===== src/inc/ldb_defines.svh =====
// Purpose: Constants for the local data buffer datapath
// Assumes: Included by bare name from inc/
// Notes:   Command codes, register indices, field positions and reset values
`ifndef LDB_DEFINES_SVH
`define LDB_DEFINES_SVH

// Host command codes, sampled on every rising cpu clock edge
`define HC_IDLE     4'h0
`define HC_CMPSH    4'h1
`define HC_WINV     4'h5
`define HC_WGREG    4'h6
`define HC_DRVHM    4'h8
`define HC_RINV     4'h9
`define HC_RGREG    4'hA
`define HC_DRVHP    4'hC
`define HC_DRVHPOP  4'hD
`define HC_DRVMP    4'hE
`define HC_DRVMPOP  4'hF

// PCI command codes; push, forward and abort act on pci clock rising edges, drive codes are sampled as a level
`define PC_IDLE     3'h0
`define PC_PTHPSH   3'h1
`define PC_FDPTH    3'h2
`define PC_DRVP     3'h4
`define PC_DRVPOP   3'h5
`define PC_MABORT   3'h7

// Register locations as seen by software
`define IPI_VECTOR_ADDR 32'h0FC00008
`define GP_CONFIG_INDEX 8'h90

// General purpose register fields and reset values
`define GP_PARITY_EN_BIT 31
`define GP_MEM32_BIT     30
`define GP_RESET         32'h00000000
`define IPI_RESET        8'h00

`endif


===== src/inc/ldb_pkg.sv =====
// Purpose: Shared types for the local data buffer datapath
// Assumes: Nothing
// Notes:   Constants live in ldb_defines.svh
package ldb_pkg;
  typedef logic [63:0] qword_type;
  typedef logic [31:0] dword_type;
  typedef enum logic {MEM_SRC_CTM, MEM_SRC_PTH} mem_src_type;
endpackage : ldb_pkg


===== src/rtl/local_data_buffer_datapath.sv =====
// Purpose: Data buffer between host, memory and pci data buses
// Assumes: All inputs synchronous to sys_clk; pci_clock sampled as a level
// Notes:   Two-way pins split into in/out/oe_n; oe_n low while driving
// How it works
// - An 8-bit interprocessor vector register is written and read by host command codes.
// - A 32-bit general purpose register is written and read by host command codes.
// - Bit 31 of that register enables parity checking while bit 30 is clear, and resets to zero.
// - Bit 30 selects 32-bit memory when set, 64-bit when clear, and resets to zero.
// - With the upper select high, the upper half of the memory-bound entry drives the lower memory half.
// - The pop strobe advances the cpu-to-memory buffer pointer on each clock it is high.
// - Parity errors pull the open-drain system error line low.
// - Read data is captured while the latch enable is high and held once it falls.
// - Memory data and parity outputs are enabled while the write enable input is low.
// - The host command code is sampled on every rising cpu clock edge.
// - Pci push, forward and abort codes act on rising pci clock edges; drive codes are sampled as a level.
// - For pci writes to memory, the pci-to-host buffer feeds the memory bus.
// - For isa or dma memory reads, latched memory data drives the pci bus.
// - Host code 0001 pushes host data into the cpu-to-memory buffer and advances its rear.
`timescale 1ns/1ps
`include "ldb_defines.svh"

module local_data_buffer_datapath import ldb_pkg::*; #(
  parameter int DEPTH = 4
) (
  input wire logic sys_clk,
  input wire logic rst,
  input wire logic [3:0] host_command_code,
  input wire logic [2:0] pci_command_code,
  input wire logic pci_clock,
  input wire logic irdy_n,
  input wire logic trdy_n,
  input wire logic memory_upper_dword_select,
  input wire logic pci_upper_dword_select,
  input wire logic memory_read_latch_enable,
  input wire logic memory_buffer_pop_strobe,
  input wire logic memory_write_enable_n,
  input wire logic [63:0] host_data_in,
  output logic [63:0] host_data_out,
  output logic host_data_oe_n,
  input wire logic [63:0] memory_data_in,
  output logic [63:0] memory_data_out,
  output logic memory_data_oe_n,
  input wire logic [7:0] memory_parity_in,
  output logic [7:0] memory_parity_out,
  input wire logic [31:0] pci_ad_in,
  output logic [31:0] pci_ad_out,
  output logic pci_ad_oe_n,
  output logic system_error_out,
  output logic system_error_oe_n
);

  localparam int PW = $clog2(DEPTH);

  function automatic logic [7:0] even_parity(input qword_type d);
    logic [7:0] p;
    p = 8'h00;
    for (int i = 0; i < 8; i++) begin
      p[i] = ^d[i*8 +: 8];
    end
    return p;
  endfunction : even_parity

  qword_type ctm_mem_r [DEPTH];
  qword_type pth_mem_r [DEPTH];
  logic [PW-1:0] ctm_rear_r, ctm_front_r, pth_rear_r, pth_front_r;
  logic [7:0] ipi_r;
  dword_type gp_r;
  qword_type read_latch_r;
  logic [7:0] parity_latch_r;
  logic latch_en_prev_r, pci_clk_prev_r;
  logic pci_rise, pci_xfer, parity_err;
  mem_src_type mem_src;
  qword_type mem_entry, mem_drive;

  assign pci_rise = pci_clock & ~pci_clk_prev_r;
  assign pci_xfer = pci_rise & ~irdy_n & ~trdy_n;

  ////////////////////////////////////////////////////////////////////////////
  // Registers reached through host command codes

  always_ff @(posedge sys_clk) begin
    if (rst) begin
      ipi_r <= `IPI_RESET;
      gp_r <= `GP_RESET;
    end else begin
      if (host_command_code == `HC_WINV) begin
        ipi_r <= host_data_in[7:0];
      end
      if (host_command_code == `HC_WGREG) begin
        gp_r <= host_data_in[31:0];
      end
    end
  end

  ////////////////////////////////////////////////////////////////////////////
  // Cpu-to-memory write buffer

  always_ff @(posedge sys_clk) begin
    if (host_command_code == `HC_CMPSH) begin
      ctm_mem_r[ctm_rear_r] <= host_data_in;
    end
  end

  always_ff @(posedge sys_clk) begin
    if (rst) begin
      ctm_rear_r <= '0;
      ctm_front_r <= '0;
    end else begin
      if (host_command_code == `HC_CMPSH) begin
        ctm_rear_r <= ctm_rear_r + 1'b1;
      end
      if (memory_buffer_pop_strobe) begin
        ctm_front_r <= ctm_front_r + 1'b1;
      end
    end
  end

  ////////////////////////////////////////////////////////////////////////////
  // Pci-to-host buffer, filled on pci clock edges

  always_ff @(posedge sys_clk) begin
    if (pci_xfer && pci_command_code == `PC_PTHPSH) begin
      if (pci_upper_dword_select) begin
        pth_mem_r[pth_rear_r][63:32] <= pci_ad_in;
      end else begin
        pth_mem_r[pth_rear_r][31:0] <= pci_ad_in;
      end
    end else if (pci_rise && pci_command_code == `PC_MABORT) begin
      pth_mem_r[pth_rear_r] <= '1;
    end
  end

  always_ff @(posedge sys_clk) begin
    if (rst) begin
      pth_rear_r <= '0;
      pth_front_r <= '0;
      pci_clk_prev_r <= 1'b0;
    end else begin
      pci_clk_prev_r <= pci_clock;
      if ((pci_xfer && pci_command_code == `PC_PTHPSH && pci_upper_dword_select) ||
          (pci_rise && (pci_command_code == `PC_FDPTH || pci_command_code == `PC_MABORT))) begin
        pth_rear_r <= pth_rear_r + 1'b1;
      end
      if (host_command_code == `HC_DRVHPOP || host_command_code == `HC_DRVMPOP) begin
        pth_front_r <= pth_front_r + 1'b1;
      end
    end
  end

  ////////////////////////////////////////////////////////////////////////////
  // Memory read latch and parity check

  always_ff @(posedge sys_clk) begin
    if (rst) begin
      read_latch_r <= '0;
      parity_latch_r <= 8'h00;
      latch_en_prev_r <= 1'b0;
    end else begin
      latch_en_prev_r <= memory_read_latch_enable;
      if (memory_read_latch_enable) begin
        read_latch_r <= memory_data_in;
        parity_latch_r <= memory_parity_in;
      end
    end
  end

  // Checked only once the latch closes, so a settling bus never flags
  assign parity_err = latch_en_prev_r && !memory_read_latch_enable &&
                      gp_r[`GP_PARITY_EN_BIT] && !gp_r[`GP_MEM32_BIT] &&
                      (even_parity(read_latch_r) != parity_latch_r);

  always_ff @(posedge sys_clk) begin
    if (rst) begin
      system_error_oe_n <= 1'b1;
      system_error_out <= 1'b0;
    end else begin
      system_error_oe_n <= ~parity_err;
      system_error_out <= 1'b0;
    end
  end

  ////////////////////////////////////////////////////////////////////////////
  // Memory bus drive

  assign mem_src = (host_command_code == `HC_DRVMP || host_command_code == `HC_DRVMPOP) ?
                   MEM_SRC_PTH : MEM_SRC_CTM;
  assign mem_entry = (mem_src == MEM_SRC_PTH) ? pth_mem_r[pth_front_r] : ctm_mem_r[ctm_front_r];
  assign mem_drive = memory_upper_dword_select ? {mem_entry[63:32], mem_entry[63:32]} : mem_entry;

  always_ff @(posedge sys_clk) begin
    if (rst) begin
      memory_data_oe_n <= 1'b1;
      memory_data_out <= '0;
      memory_parity_out <= 8'h00;
    end else begin
      memory_data_oe_n <= memory_write_enable_n;
      memory_data_out <= mem_drive;
      memory_parity_out <= even_parity(mem_drive);
    end
  end

  ////////////////////////////////////////////////////////////////////////////
  // Host and pci bus drive

  always_ff @(posedge sys_clk) begin
    if (rst) begin
      host_data_oe_n <= 1'b1;
      host_data_out <= '0;
    end else begin
      host_data_oe_n <= 1'b0;
      case (host_command_code)
        `HC_DRVHM: host_data_out <= read_latch_r;
        `HC_RINV: host_data_out <= {56'h0, ipi_r};
        `HC_RGREG: host_data_out <= {32'h0, gp_r};
        `HC_DRVHP, `HC_DRVHPOP, `HC_DRVMP, `HC_DRVMPOP: host_data_out <= pth_mem_r[pth_front_r];
        default: begin
          host_data_oe_n <= 1'b1;
          host_data_out <= '0;
        end
      endcase
    end
  end

  always_ff @(posedge sys_clk) begin
    if (rst) begin
      pci_ad_oe_n <= 1'b1;
      pci_ad_out <= '0;
    end else begin
      // Pci code is held across pci edges, so drive follows it as a level
      pci_ad_oe_n <= !(pci_command_code == `PC_DRVP || pci_command_code == `PC_DRVPOP);
      pci_ad_out <= pci_upper_dword_select ? read_latch_r[63:32] : read_latch_r[31:0];
    end
  end
endmodule : local_data_buffer_datapath


===== config.mk =====
export PLATFORM = sky130hd
export DESIGN_NAME = local_data_buffer_datapath
export DESIGN_NICKNAME = d
export VERILOG_FILES = /design/src/inc/ldb_pkg.sv /design/src/rtl/local_data_buffer_datapath.sv
export VERILOG_INCLUDE_DIRS = /design/src /design/src/inc
export SDC_FILE = /design/constraint.sdc
export NUM_CORES = 1
export LEC_CHECK = 0
export BUFFER_PORTS_ARGS = -buffer_cell sky130_fd_sc_hd__buf_4
export CAP_MARGIN = 10
export CORE_MARGIN = 1
export CORE_UTILIZATION = 59
export CTS_CLUSTER_DIAMETER = 40
export CTS_CLUSTER_SIZE = 40
export DETAILED_ROUTE_END_ITERATION = 12
export PLACE_DENSITY = 0.78
export REMOVE_ABC_BUFFERS = 1
export SETUP_SLACK_MARGIN = 0.05
export SYNTH_ARGS = -nofsm -noshare
export SYNTH_HDL_FRONTEND = slang
export SYNTH_SLANG_ARGS = --single-unit

===== constraint.sdc =====
create_clock -name sys_clk -period 4.4 [get_ports sys_clk]
set_input_delay 1.32 -clock sys_clk [delete_from_list [all_inputs] [get_ports sys_clk]]
set_output_delay 1.32 -clock sys_clk [all_outputs]
set_load 0.02 [all_outputs]

==> flow_summary.ini <==
[setup_path]
worst-endpoint-required_ns = 4.65
cpLargestDelayFamily = simple AND/OR/NAND/NOR gates
crit_path_max_fanout = 32
worstRegToRegCells = 8
crit_type = in -> reg
setup.worst_path.start = pci_clock
crit-reg2reg-capture = memory_parity_out[2]
critical_path.n_buffers_inverters = 1
crit_path_top_delay_cell = nor2b_4
worst_reg2reg_setup_slack_ns = 1.44
setup.worst_path.start_class = input port
worst_setup_path_end_kind = flop
path_cells = buf_4, nor2b_1, nor3b_1, a31oi_1, nor2b_4
cp_slowest_stage_delay_ns = 1.12
worst-endpoint-arrival_ns = 3.45

[sta]
timing_hold_violations_final = 0
final_count_of_negative_setup_slack_endpoints = 0
final.setup.tns_ns = 0
final.setup_skew_ns = 0.0155
max_clock_freq_ghz = 0.313
final_max_slew_viol_count = 0
worst-slew-pin-transition_ns = 1.29
hold_ws_ns = 0.458
grt_setup_unrepaired = false
final_min_period_over_clock_period = 0.726
max-slew-margin-rel = 0.135
period_minus_slack_ns = 3.20

[power]
p_leak_uw = 0.0146
largest_voltage_drop_on_the_vdd_net_mv = 0.489
total_power_uw = 18600
p_per_area_nw_per_um2 = 467

[detailed_routing]
route.final.wire_length_um = 87300
drt-vias-per-instance = 6.05
detailed_route_wire_length_per_cell_um = 25.9
ant_nets = 0
firstDrtPassIters = 6
post-route-drc-count = 0
drt_iter0_drc = 2139
total_number_of_vias = 20418

[final_layout]
areaGrowthSynthToFinish_pct = 21.3
layout_cells_sized_above_1 = 0.299
mostFrequentLayoutCells = 512 x edfxtp_1, 385 x buf_4, 294 x dfxtp_1
fillCellCount = 3368
commonest_non_fill_non_tap_cell_in_the_layout = edfxtp_1
finish.net_count = 2730
layout.cells.non_filler = 3376
multi_input_area_um2 = 10900
ff_latch_area_um2 = 21400

[logic_synthesis]
ys_seq_elements = 810
netlist_top_cells_area = edfxtp_1 47%, dfxtp_1 18%, mux4_2 9.1%
seq_area_frac_synth = 0.651
yosys_most_used_dff = edfxtp_1
synthDominantAreaCellType = edfxtp_1
post_synth.cell_area_avg_um2 = 15.1
mappedNetlistArea_um2 = 32800
yosysWarnings = 0
synth_top_area_share = 0.469
post_synth_num_cell_types = 49
postSynthCellCount = 2167
postSynth.asyncResetShare = 0
synth-edff-count = 512

[global_routing]
pin_count_of_the_biggest_net_entering_global_routing = 110
via_count_of_the_first_global_routing_pass = 20731
grt_pass1_wl_um = 128000
antenna_found_initial = 4
overflow = 0
gr-usage-all-layers = 0.309

[clock_network]
cts_resized = 0
clock_tree.buffer_depth = 3
numCtsBuffers = 100
cts.hold.buffers_added = 0
cts.repair_timing.setup_buffer_count = 0
cts_sinks = 810
htree_num_levels = 3
tritoncts = built
clock_root_buffer_master = clkbuf_16
clock_insertion_delay_worst_skew_ns = 0.66
clk_transition_reported_paths_ns = 0.06

[worst_hold_path]
holdPathEnd = gp_r[2]
holdPathStages = 2
hold_path_class = reg -> reg
min_from = gp_r[2]

[placement]
place.gp.congestion = 0.832
place.port_buffers = 356
dp_cells = 3183
place_hpwl_um = 55900

[die]
io_pins = 358
floorplan.initialDensity = 0.596
die_w_um = 238
core-area_um2 = 55000
die_area_um2 = 56500
floorplan.rows = 86
die_y_um = 238

[outcome]
outcome = completed

[job]
max_cap_violations = 0
cell families after synthesis:
group | after synthesis | synth area share
buffers and inverters | 134 | 0.0208
other | 1 | 0.000114
AOI/OAI and AO/OA | 182 | 0.0402
muxes | 355 | 0.161
and+or+nand+nor | 429 | 0.0578
DFF | 810 | 0.651
adders and majority gates | 8 | 0.00305
xor gates and xnor gates | 248 | 0.0667
cell type report:
cell class / count / area share
Multi-Input combinational cell: 1223 / 0.273
Timing Repair Buffer: 397 / 0.0785
Clock inverter: 72 / 0.0181
Sequential cell: 810 / 0.537
Inverter: 5 / 0.000472
Clock buffer: 118 / 0.0693
Antenna cell: 3 / 0.000189
Tap cell: 748 / 0.0235
synth_stat cells (5+ instances only):
cell type and instances:
a22oi_1 34, dfxtp_1 298, edfxtp_1 512, a21oi_1 45, nor2b_1 14, inv_1 5
nand3_1 5, nor3_1 5, nor2_1 232, nand2_1 85, ha_1 8, nand2b_1 10
clkbuf_1 81, buf_6 7, mux4_2 132, o21ai_0 10, mux2i_1 210, buf_1 9
and2_1 29, mux2_2 6, a222oi_1 32, or2_2 36, xnor2_1 130, buf_2 14
xor2_1 116, a211oi_1 44, buf_4 14
flip-flops by register name, indices dropped and copies added, names as in the netlist, 2 cells and up, named ones only:
register	cells
host_data_out	64
ctm_front_r	2
memory_data_out	64
pth_mem_r	256
ctm_mem_r	256
pth_rear_r	2
gp_r	32
ctm_rear_r	2
ipi_r	8
read_latch_r	64
parity_latch_r	8
pth_front_r	2
memory_parity_out	8
pci_ad_out	32
report_power, final:
| group | internal (µW) | leakage [µW] | switching, µW |
|---|---|---|---|
| Clock | 4880 | 0.00170 | 3520 |
| Sequential | 8260 | 0.00706 | 172 |
| Combinational | 792 | 0.00581 | 970 |
| Total | 13900 | 0.0146 | 4660 |
worst max-delay path by stage:
stage / end / slack [ns] / cells past startpoint
5_1_grt: pth_mem_r[3][9] / 1.18 / 6
3_3_place_gp: pth_mem_r[2][29] / 0.70 / 5
2_1_floorplan: memory_parity_out[2] / -1.10 / 7
4_1_cts: pth_mem_r[1][14] / 1.27 / 6
3_5_place_dp: pth_mem_r[2][29] / 0.59 / 5
6_report: pth_mem_r[2][15] / 1.20 / 5
worst reg2reg max path, cell delays in order, from the launching register on:
cell and delay [ns]:
dfxtp_4 0.69, buf_4 0.34, mux4_2 0.57, mux2i_1 0.31, xnor2_1 0.15, xnor2_1 0.19
a221o_1 0.39, xor2_1 0.15, nor2_1 0.06
stage by stage:
stage,cell area (µm²),setup WS (ns),util
after floorplan,32100,-1.10,-
after global placement,36300,0.700,0.660
after detailed placement,36300,0.594,0.660
after CTS,39800,1.27,0.724
after global routing,39800,1.18,0.724
final,39800,1.20,0.724
layer usage:
metal | share of wire | vias to the layer above | routed length [µm] | global-route usage
li1 | - | 8805 | - | -
met1 | 0.38 | 10293 | 33200 | 0.404
met2 | 0.49 | 1125 | 42900 | 0.513
met3 | 0.095 | 193 | 8330 | 0.0653
met4 | 0.033 | 2 | 2880 | 0.112
met5 | 0.00010 | - | 9 | 0
No activity file was read; power rests on OpenSTA's default activity.
